## src/hdl/swc_map.svh

```systemverilog
/*
 * Constants of the sleep and wake-up controller: pin counts, timer slots,
 * wake delays and the slow-oscillator tick divider.
 * Assumes a 20 MHz system clock and that the includer needs no other macros.
 */
`ifndef SWC_MAP_SVH
`define SWC_MAP_SVH

// System clock period in nanoseconds (20 MHz).
`define SWC_CLK_NS        50
// Slow oscillator period in nanoseconds; a plain default, trimmed per part.
`define SWC_SLOW_NS       16000
// System clocks per slow-oscillator tick, rounded down, with no lower bound.
`define SWC_SLOW_DIV      ((`SWC_SLOW_NS) / (`SWC_CLK_NS))
// Width of the tick divider counter.
`define SWC_DIV_W         9

// Number of wake-capable I/O pins.
`define SWC_PINS          8

// Wake-up delays in slow-oscillator clocks.
`define SWC_WAKE_NORMAL   16
`define SWC_WAKE_FAST     8
`define SWC_WCNT_W        5

// Timer slots in the timer vectors.
`define SWC_TMR_T16       0
`define SWC_TMR_T2        1
`define SWC_TMR_T3        2
`define SWC_TMR_PWM       3
`define SWC_TMRS          4

// Bit positions of the latched wake cause.
`define SWC_SRC_PIN       3
`define SWC_SRC_TIMER     2
`define SWC_SRC_NANO      1
`define SWC_SRC_COMP      0

`endif

```

## src/hdl/swc_pkg.sv

```systemverilog
/*
 * Types of the sleep and wake-up controller: the mode enumeration,
 * oscillator group and the state records of both modules.
 * Assumes swc_map.svh is on the include path.
 */
`include "swc_map.svh"

package swc_pkg;

	// Operating modes of the controller.
	typedef enum logic [1:0] {
		SWC_RUN,
		SWC_LIGHT,
		SWC_DEEP,
		SWC_WAKE
	} swc_mode_t;

	// Oscillator enables, carried together.
	typedef struct packed {
		logic fast;
		logic slow;
		logic nano;
	} swc_osc_t;

	// Whole state of the controller.
	typedef struct packed {
		swc_mode_t               mode;
		logic [`SWC_PINS-1:0]    pin_ref;
		logic [`SWC_WCNT_W-1:0]  wake_cnt;
		logic                    wake_fast;
		logic [3:0]              wake_src;
		swc_osc_t                osc_en;
		logic                    core_clk_en;
		logic                    prog_mem_on;
		logic                    retain;
		logic                    resume;
		logic [`SWC_TMRS-1:0]    timer_run;
	} swc_state_t;

	// Reset image: running, memory powered, oscillators off until configured.
	localparam swc_state_t SWC_STATE_RST = '{
		mode:        SWC_RUN,
		pin_ref:     8'h00,
		wake_cnt:    5'h00,
		wake_fast:   1'b0,
		wake_src:    4'h0,
		osc_en:      3'h0,
		core_clk_en: 1'b1,
		prog_mem_on: 1'b1,
		retain:      1'b0,
		resume:      1'b0,
		timer_run:   4'hF
	};

	// State of the slow-tick divider.
	typedef struct packed {
		logic [`SWC_DIV_W-1:0] cnt;
	} swc_div_t;

endpackage

```

## src/hdl/swc_tick_div.sv

```systemverilog
/*
 * Divider that makes the slow-oscillator tick as a one-cycle enable.
 * Assumes one system clock; clear restarts the slow period from zero.
 */
`timescale 1ns/100ps
`default_nettype none
`include "swc_map.svh"

module swc_tick_div (
	input  wire logic clk_in,
	input  wire logic reset_n_in,
	input  wire logic clear_in,
	output logic      tick_out
);

	swc_pkg::swc_div_t d_reg;
	swc_pkg::swc_div_t d_next;

	// The tick marks the last system cycle of each slow period.
	always_comb begin
		d_next = d_reg;
		tick_out = (d_reg.cnt == `SWC_DIV_W'(`SWC_SLOW_DIV - 1));
		if (clear_in || tick_out) begin
			d_next.cnt = '0;
		end else begin
			d_next.cnt = d_reg.cnt + `SWC_DIV_W'(1);
		end
	end

	// Counter register.
	always_ff @(posedge clk_in or negedge reset_n_in) begin
		if (!reset_n_in) begin
			d_reg <= '0;
		end else begin
			d_reg <= d_next;
		end
	end

endmodule

`default_nettype wire

```

## src/hdl/swc_top.sv

```systemverilog
/*
 * Sleep and wake-up controller: run, light sleep and deep sleep, oscillator
 * and core-clock gating, timer hold, wake qualification and wake delay.
 * Assumes all inputs are synchronous to CLK_SYS_IN, that sleep requests are
 * one-cycle pulses from instruction decode, and that match inputs are pulses.
 */
`timescale 1ns/100ps
`default_nettype none
`include "swc_map.svh"

// Notes on behaviour
// - Three modes: run, light sleep by one instruction, deep sleep by another.
// - Deep sleep stops fast and slow oscillators; nano unchanged; light forces slow on.
// - Light sleep gates the core clock and program memory; oscillators keep running.
// - In light sleep a timer halts if core-clocked or its oscillator is off.
// - Program memory is powered off in either sleep mode.
// - Deep sleep retains all SRAM and register contents.
// - Light sleep pin wake needs input direction and digital-in enable set.
// - Deep sleep wakes on toggle of any digital-in enabled pin.
// - Light sleep wakes when a non-core-clocked timer reaches its trigger.
// - Sixteen-bit timer and comparator wake only in light; deep takes pins, nano timers.
// - Eight-bit timers on nano oscillator with aux bit 0 wake either sleep.
// - Comparator wake needs comparator enable and wake select both set.
// - After wake execution continues at the instruction after sleep.
// - Wake takes 16 slow clocks normally, 8 when fast wake is selected.
// - Fast boot forces fast wake; otherwise the aux bit chooses.
// - Slow oscillator stays on through light sleep; wake timing restarts from it.
// - Sixteen-bit timer on fast osc, bit 8 trigger, wakes after 256 clocks.
module swc_top (
	input  wire logic                  CLK_SYS_IN,
	input  wire logic                  RESET_N_IN,
	input  wire logic                  LIGHT_SLEEP_REQ_IN,
	input  wire logic                  DEEP_SLEEP_REQ_IN,
	input  wire swc_pkg::swc_osc_t     OSC_CFG_IN,
	input  wire logic [`SWC_PINS-1:0]  PIN_LEVEL_IN,
	input  wire logic [`SWC_PINS-1:0]  PIN_DIRECTION_IN,
	input  wire logic [`SWC_PINS-1:0]  PIN_DIGITAL_IN_ENABLE_IN,
	input  wire logic [`SWC_TMRS-1:0]  TIMER_SRC_CORE_IN,
	input  wire logic [`SWC_TMRS-1:0]  TIMER_OSC_ON_IN,
	input  wire logic                  T16_MATCH_IN,
	input  wire logic [1:0]            TIMER8_MATCH_IN,
	input  wire logic [1:0]            TIMER8_SRC_NANO_IN,
	input  wire logic                  AUX2_NANO_EN_IN,
	input  wire logic                  COMP_EVENT_IN,
	input  wire logic                  COMP_ENABLE_IN,
	input  wire logic                  COMP_WAKE_SEL_IN,
	input  wire logic                  AUX_FAST_WAKE_IN,
	input  wire logic                  FAST_BOOT_IN,
	output logic [1:0]                 MODE_OUT,
	output swc_pkg::swc_osc_t          OSC_EN_OUT,
	output logic                       CORE_CLK_EN_OUT,
	output logic                       PROG_MEM_ON_OUT,
	output logic                       RETAIN_OUT,
	output logic                       RESUME_OUT,
	output logic [`SWC_TMRS-1:0]       TIMER_RUN_OUT,
	output logic [3:0]                 WAKE_SRC_OUT
);

	swc_pkg::swc_state_t s_reg;
	swc_pkg::swc_state_t s_next;
	logic                slow_tick;
	logic                div_clear;
	logic [`SWC_PINS-1:0] pin_toggle;
	logic                pin_wake_light;
	logic                pin_wake_deep;
	logic                nano_wake;
	logic                timer_wake_light;
	logic                comp_wake;
	logic [3:0]          src;

	// The slow period restarts on wake entry so the delay counts whole ticks.
	assign div_clear = (s_reg.mode != swc_pkg::SWC_WAKE);

	swc_tick_div u_tick (
		.clk_in     (CLK_SYS_IN),
		.reset_n_in (RESET_N_IN),
		.clear_in   (div_clear),
		.tick_out   (slow_tick)
	);

	// Wake qualification terms.
	always_comb begin
		pin_toggle = (PIN_LEVEL_IN ^ s_reg.pin_ref) & PIN_DIGITAL_IN_ENABLE_IN;
		pin_wake_light = |(pin_toggle & ~PIN_DIRECTION_IN);
		pin_wake_deep = |pin_toggle;
		nano_wake = (|(TIMER8_MATCH_IN & TIMER8_SRC_NANO_IN)) & AUX2_NANO_EN_IN;
		// Timer trigger reached; the 256-clock case arrives as T16_MATCH_IN.
		timer_wake_light = (T16_MATCH_IN & ~TIMER_SRC_CORE_IN[`SWC_TMR_T16])
			| (|(TIMER8_MATCH_IN & ~TIMER_SRC_CORE_IN[`SWC_TMR_T3:`SWC_TMR_T2]));
		comp_wake = COMP_EVENT_IN & COMP_ENABLE_IN & COMP_WAKE_SEL_IN;
	end

	// Mode sequencing and output image, all computed into the next state.
	always_comb begin
		s_next = s_reg;
		s_next.resume = 1'b0;
		src = 4'h0;
		unique case (s_reg.mode)
			swc_pkg::SWC_RUN: begin
				// Sleep entry; deep wins if both decode together.
				if (DEEP_SLEEP_REQ_IN) begin
					s_next.mode = swc_pkg::SWC_DEEP;
					s_next.pin_ref = PIN_LEVEL_IN;
				end else if (LIGHT_SLEEP_REQ_IN) begin
					s_next.mode = swc_pkg::SWC_LIGHT;
					s_next.pin_ref = PIN_LEVEL_IN;
				end
			end
			swc_pkg::SWC_LIGHT: begin
				src[`SWC_SRC_PIN] = pin_wake_light;
				src[`SWC_SRC_TIMER] = timer_wake_light;
				src[`SWC_SRC_NANO] = nano_wake;
				src[`SWC_SRC_COMP] = comp_wake;
			end
			swc_pkg::SWC_DEEP: begin
				// Deep sleep ignores sixteen_bit_timer and comparator.
				src[`SWC_SRC_PIN] = pin_wake_deep;
				src[`SWC_SRC_NANO] = nano_wake;
			end
			swc_pkg::SWC_WAKE: begin
				// Count slow ticks to 8 or 16.
				if (slow_tick) begin
					if (s_reg.wake_cnt == (s_reg.wake_fast ?
						`SWC_WCNT_W'(`SWC_WAKE_FAST - 1) :
						`SWC_WCNT_W'(`SWC_WAKE_NORMAL - 1))) begin
						s_next.mode = swc_pkg::SWC_RUN;
						s_next.resume = 1'b1;
						s_next.wake_cnt = '0;
					end else begin
						s_next.wake_cnt = s_reg.wake_cnt + `SWC_WCNT_W'(1);
					end
				end
			end
		endcase
		if (|src) begin
			s_next.mode = swc_pkg::SWC_WAKE;
			s_next.wake_src = src;
			s_next.wake_cnt = '0;
			s_next.wake_fast = FAST_BOOT_IN | AUX_FAST_WAKE_IN;
		end
		s_next.core_clk_en = (s_next.mode == swc_pkg::SWC_RUN);
		s_next.prog_mem_on = (s_next.mode == swc_pkg::SWC_RUN)
			|| (s_next.mode == swc_pkg::SWC_WAKE);
		// Freeze SRAM and registers in deep sleep.
		s_next.retain = (s_next.mode == swc_pkg::SWC_DEEP);
		// Deep sleep stops fast and slow; nano follows its setting.
		s_next.osc_en.fast = OSC_CFG_IN.fast && (s_next.mode != swc_pkg::SWC_DEEP);
		// Slow oscillator held on through light sleep and wake.
		s_next.osc_en.slow = (OSC_CFG_IN.slow && (s_next.mode != swc_pkg::SWC_DEEP))
			|| (s_next.mode == swc_pkg::SWC_LIGHT) || (s_next.mode == swc_pkg::SWC_WAKE);
		s_next.osc_en.nano = OSC_CFG_IN.nano;
		unique case (s_next.mode)
			swc_pkg::SWC_RUN: s_next.timer_run = 4'hF;
			swc_pkg::SWC_DEEP: begin
				s_next.timer_run = 4'h0;
				s_next.timer_run[`SWC_TMR_T3:`SWC_TMR_T2] =
					TIMER8_SRC_NANO_IN & {2{AUX2_NANO_EN_IN}};
			end
			default: s_next.timer_run = ~TIMER_SRC_CORE_IN & TIMER_OSC_ON_IN;
		endcase
	end

	// State register.
	always_ff @(posedge CLK_SYS_IN or negedge RESET_N_IN) begin
		if (!RESET_N_IN) begin
			s_reg <= swc_pkg::SWC_STATE_RST;
		end else begin
			s_reg <= s_next;
		end
	end

	// Outputs straight from the state register.
	assign MODE_OUT        = s_reg.mode;
	assign OSC_EN_OUT      = s_reg.osc_en;
	assign CORE_CLK_EN_OUT = s_reg.core_clk_en;
	assign PROG_MEM_ON_OUT = s_reg.prog_mem_on;
	assign RETAIN_OUT      = s_reg.retain;
	assign RESUME_OUT      = s_reg.resume;
	assign TIMER_RUN_OUT   = s_reg.timer_run;
	assign WAKE_SRC_OUT    = s_reg.wake_src;

	// Cycles spent in wake, read only by the delay check.
	logic [12:0] wake_cycles_reg;
	localparam int FAST_LAST = `SWC_WAKE_FAST * `SWC_SLOW_DIV - 1;
	localparam int NORM_LAST = `SWC_WAKE_NORMAL * `SWC_SLOW_DIV - 1;
	always_ff @(posedge CLK_SYS_IN or negedge RESET_N_IN) begin
		if (!RESET_N_IN) begin
			wake_cycles_reg <= 13'h0000;
		end else if (s_reg.mode == swc_pkg::SWC_WAKE) begin
			wake_cycles_reg <= wake_cycles_reg + 13'h0001;
		end else begin
			wake_cycles_reg <= 13'h0000;
		end
	end
endmodule

`default_nettype wire

```

## config.mk

```make
export PLATFORM = sky130hd
export DESIGN_NAME = swc_top
export DESIGN_NICKNAME = d
export VERILOG_FILES = /design/src/hdl/swc_pkg.sv /design/src/hdl/swc_tick_div.sv /design/src/hdl/swc_top.sv
export VERILOG_INCLUDE_DIRS = /design/src /design/src/hdl
export SDC_FILE = /design/constraint.sdc
export NUM_CORES = 1
export LEC_CHECK = 0
export BUFFER_PORTS_ARGS = -buffer_cell sky130_fd_sc_hd__buf_2
export CAP_MARGIN = 25
export CORE_UTILIZATION = 37
export DETAILED_ROUTE_END_ITERATION = 10
export PLACE_DENSITY_LB_ADDON = 0.1
export SKIP_CTS_REPAIR_TIMING = 1
export SYNTH_ARGS = -nofsm -noshare
export SYNTH_HDL_FRONTEND = slang
export SYNTH_HIERARCHICAL = 1
export SYNTH_SLANG_ARGS = --single-unit
```

## constraint.sdc

```tcl
create_clock -name CLK_SYS_IN -period 2.4 [get_ports CLK_SYS_IN]
set_input_delay 0.72 -clock CLK_SYS_IN [delete_from_list [all_inputs] [get_ports CLK_SYS_IN]]
set_output_delay 0.72 -clock CLK_SYS_IN [all_outputs]
set_load 0.01 [all_outputs]
```

Word-level counts from Yosys, hierarchy flattened
Index checks and enable logic that the tools add are counted.
W data, S select, Z words.
{"block": "op_classes", "addsub": 2, "n_eq_ne": 10, "muxes": 20, "n_bitwise": 17, "reduce_logical": 19}
{"cell": "$mux W10", "count": 3}
{"cell": "$and A8 B8 Y8", "count": 2}
{"cell": "$reduce_or A8 Y1", "count": 2}
{"cell": "$mux W5", "count": 3}
{"cell": "$add A9 B1 Y9 const B", "count": 1}
{"cell": "$eq A9 B9 Y1 const B", "count": 1}
{"cell": "$mux W9", "count": 1}
{"cell": "$eq A2 B2 Y1 const B", "count": 4}
{"cell": "$not A8 Y8", "count": 1}
{"cell": "$pmux W4 S2", "count": 1}
{"cell": "$xor A8 B8 Y8", "count": 1}
{"cell": "$and A2 B2 Y2", "count": 3}
{"cell": "$mux W1", "count": 6}
{"cell": "$mux W2", "count": 3}
{"cell": "$reduce_bool A2 Y1", "count": 3}
{"cell": "$reduce_or A2 Y1", "count": 3}
{"cell": "$add A5 B1 Y5 const B", "count": 1}
{"cell": "$eq A5 B4 Y1", "count": 1}
{"cell": "$and A1 B1 Y1", "count": 4}
{"cell": "$and A4 B4 Y4", "count": 1}
{"cell": "$eq A2 B1 Y1 const B", "count": 2}
{"cell": "$logic_not A2 Y1", "count": 2}
{"cell": "$logic_or A1 B1 Y1", "count": 4}
{"cell": "$mux W4", "count": 1}
{"cell": "other kinds (10)", "count": 14}
{"block": "totals", "ff_bits": 40, "inputBits": 50, "output_inout_bits": 17, "word_cells": 82}

Longest topological paths before layout
{"block": "depth", "word_depth": 11, "depth_mapped": 11}

By module
Netlist, hierarchy kept.
{"module": "swc_top", "n_inst": 1, "cells_each": 165, "area_per_inst_um2": 1785.5, "seq_area_each_um2": 783.3}
{"module": "swc_tick_div", "n_inst": 1, "cells_each": 45, "area_per_inst_um2": 459.2, "seq_area_each_um2": 225.2}

Worst setup path after synthesis
Ideal clock, no wire load.
{"block": "synth_timing", "kind": "input to register", "startpoint": "in PIN_LEVEL_IN[3]", "endpoint": "reg s_reg, in the netlist OSC_EN_OUT[1]", "arrival_ns": 2.433, "t_required_ns": 2.273, "slack_ns": -0.160, "path_stages": 9, "n_path_buf": 0, "path_cell_list": "xor2_1 > nand3b_1 > o2111ai_1 > o311ai_4 > nand3_2 > nand2b_1 > ha_1 > a311oi_1 > nor3_2"}
{"item": "start, declared", "line_no": "swc_top.sv:35", "source": "input wire logic [`SWC_PINS-1:0] PIN_LEVEL_IN,"}
{"item": "end signal, assigned", "line_no": "swc_top.sv:166", "source": "s_reg <= swc_pkg::SWC_STATE_RST;"}
{"item": "end signal, assigned", "line_no": "swc_top.sv:168", "source": "s_reg <= s_next;"}
{"item": "end, declared", "line_no": "swc_top.sv:59", "source": "swc_pkg::swc_state_t s_reg;"}

==> results.yml <==
outcome:
  outcome: "complete, no violations"
cts:
  cts_buffer_depth: 2
  clk_pin_slew_worst_paths_ns: 0.08
  cts.sinks: 40
  root_buffer: "clkbuf_8"
  cts_tree: "done"
  cts_max_level: 2
  cts_buffers: 5
  clk_latency_ns: 0.29
power:
  seq_power_share: 0.443
  finalPower_mw: 1.546
  p_int_mw: 1.255
  power_leakage_nw: 1.495
  cellPowerDensity_nw_per_um2: 510.5
  p_comb_frac: 0.069
  peakVddDrop_v: 0.0002780
  netSwitchingPower_mw: 0.2908
  swShare: 0.1881
  clockPowerShare: 0.488
floorplan:
  die_area_um2: 6382
  io_pins: 67
  initial_core_util: 0.3814
  dieWidth_um: 79.89
  fp-row-count: 28
  chipHeight_um: 79.89
  core_um2: 5886
grt:
  antenna_found_initial: 0
  use_met1: 0.2066
  grt_remaining_overflow: 0
  busiest_layer: "met2"
  grt_pass1_wl_mm: 7.728
  grt_pass1_vias: 1754
  grt_max_degree: 41
  grt_use_met2: 0.2487
  grt_util_all_layers: 0.1575
  met3_usage: 0.04571
critical_path:
  path_class: "reg -> reg"
  cpMaxStageDelayCell: "or3b_4"
  path_cells: "or3b_4 > nor3_2 > buf_4 > nor4b_4 > o32ai_2 > nor2b_2 > nand3_4 > ha_4 > nor2_2 > and4_1 > nor3_2"
  critPathLaunchType: "flip-flop"
  critPathRequiredTime_ns: 2.58
  cp_max_fo: 3
  end_kind: "flip-flop"
  worstPathArrival_ns: 2.53
  critPathMostFrequentCell: "nor3_2"
  max_stage_delay_ns: 0.40
sta:
  fin_ws_ns: 0.05252
  period_minus_slack_ns: 2.347
  setup_viol: 0
  grt_setup_unrepaired: "true"
  slew_viol_final: 0
  worst_slew_pin_slew_ns: 0.5050
  fin_crit_sh: 0.9781
  clock_skew_ns: 0.006334
  slew_headroom: 0.6633
  max_freq_mhz: 426.0
  finalHoldViolations: 0
place:
  place.gp.congestion: 0.7881
  postPlaceCellArea_um2: 2821
  place_hpwl_mm: 3.620
  io_buffers: 66
  post-place-ws_ns: -0.06430
final_layout:
  largest_reg_flops: 14
  fillers: 542
  drive_above_1_share: 0.4735
  layout_common_cells: "buf_2, dfrtp_1, buf_4, nand2_1"
  fin_area_um2: 3028
  num_antenna_cells: 0
  layout_commonest_cell: "buf_2"
  layout.nets: 359
  syn_to_final_growth_pct: 34.89
route:
  drtAntennaViolNets: 0
  routed_wl_mm: 4.676
  wl_per_cell_um: 12.40
  drc: 0
  drt-pass1-iter-count: 4
  drtIter0Drc: 52
  vias_per_cell: 4.907
  route.vias.total: 1850
synthesis:
  synth_fp_nets: 268
  yosysWarnings: 6
  ys.flop_type: "dfrtp_1"
  synthCells: 210
  seq_area_frac_synth: 0.4493
  synth_edf_count: 0
  ys_ff_latch: 40
  yosysUniqueCellTypes: 51
  async_reset_ff_frac: 1.000
  post_synth.cell_area_avg_um2: 10.69
  syn_area_um2: 2245
flow_run:
  max_cap_viol_count: 0
min_path:
  min_path_type: "in -> async"
-- synthesized netlist by cell type (all sizes together) (2+ instances only) --
| cell type | number | share of area |
|---|---|---|
| dfrtp | 34 | 0.38 |
| nand2 | 16 | 0.028 |
| buf | 13 | 0.043 |
| nor2 | 12 | 0.020 |
| xor2 | 12 | 0.047 |
| inv | 11 | 0.018 |
| ha | 8 | 0.045 |
| mux2 | 8 | 0.040 |
| nand2b | 8 | 0.022 |
| nand3 | 8 | 0.028 |
| a21oi | 6 | 0.013 |
| dfstp | 6 | 0.070 |
| nor3 | 6 | 0.016 |
| a22oi | 5 | 0.017 |
| a31oi | 5 | 0.014 |
| mux2i | 5 | 0.022 |
| nand4 | 5 | 0.014 |
| nand3b | 4 | 0.013 |
| o21ai | 4 | 0.0089 |
| a41o | 3 | 0.014 |
| o22ai | 3 | 0.0084 |
| xnor2 | 3 | 0.015 |
| a211oi | 2 | 0.0067 |
| and3 | 2 | 0.0061 |
| o21a | 2 | 0.0067 |
| or4 | 2 | 0.0067 |
-- routing by layer --
layer	up-vias	share of wire
met5	-	0
met4	0	0.012
met3	5	0.061
met2	58	0.45
met1	859	0.48
li1	928	-
-- worst max-delay path: cells and delay by family (launching register included) --
kind / cells / cell delay [ns]
AO/OA/AOI/OAI: 1 / 0.16
adder cells (fa/ha/maj): 1 / 0.18
buffers and inverters: 1 / 0.14
flip-flops: 1 / 0.38
AND/OR/NAND/NOR: 8 / 1.37
-- area by class of cell --
class                      count  area [um^2]  area share
multi-input combinational    146         1162      0.3839
clock buffer                   5        68.82     0.02273
tap                           75        93.84     0.03099
sequential                    40         1008      0.3331
timing repair buffer          97        563.0      0.1860
clock inverter                 3        90.09     0.02975
inverter                      11        41.29     0.01364
-- metrics by stage --
stage / hold WS [ns] / util / cells / TNS [ns]
after floorplan: 0.4244 / - / 210 / -0.1130
after global placement: 0.4824 / 0.4794 / 366 / -0.0007501
after detailed placement: 0.4854 / 0.4794 / 366 / -0.1462
after CTS: 0.4937 / 0.5064 / 374 / -0.07176
after global routing: 0.5066 / 0.5145 / 377 / -0.2193
final: 0.4805 / 0.5145 / 377 / 0
-- power groups by stage --
stage	logic, mW	clock network, mW	registers [mW]
floorplan	0.0451	0	0.697
global placement	0.108	0	0.697
detailed placement	0.108	0	0.697
CTS	0.108	0.779	0.684
global route	0.122	0.808	0.685
finish	0.107	0.755	0.684
-- cells by family after synthesis --
logic type | after synthesis | synth area share
multiplexers | 13 | 0.06243
adder cells (fa/ha/maj) | 8 | 0.04459
AND/OR/NAND/NOR | 72 | 0.1918
flip-flops | 40 | 0.4493
XOR/XNOR | 15 | 0.06188
buffers and inverters | 24 | 0.06187
AO/OA/AOI/OAI | 38 | 0.1282
-- worst paths after layout --
kind,slack (ns),start,cells past startpoint,to
worst max-delay path,0.05,u_tick/d_reg[7],11,OSC_EN_OUT[1]
worst min-delay path,0.48,RESET_N_IN,2,RESUME_OUT
worst max register to register,0.05,u_tick/d_reg[7],11,OSC_EN_OUT[1]
worst min register to register,0.51,WAKE_SRC_OUT[3],2,WAKE_SRC_OUT[3]
max in group asynchronous,1.56,RESET_N_IN,2,TIMER_RUN_OUT[2]
min in group CLK_SYS_IN,0.51,WAKE_SRC_OUT[3],2,WAKE_SRC_OUT[3]
(Power assumes the default switching activity.)
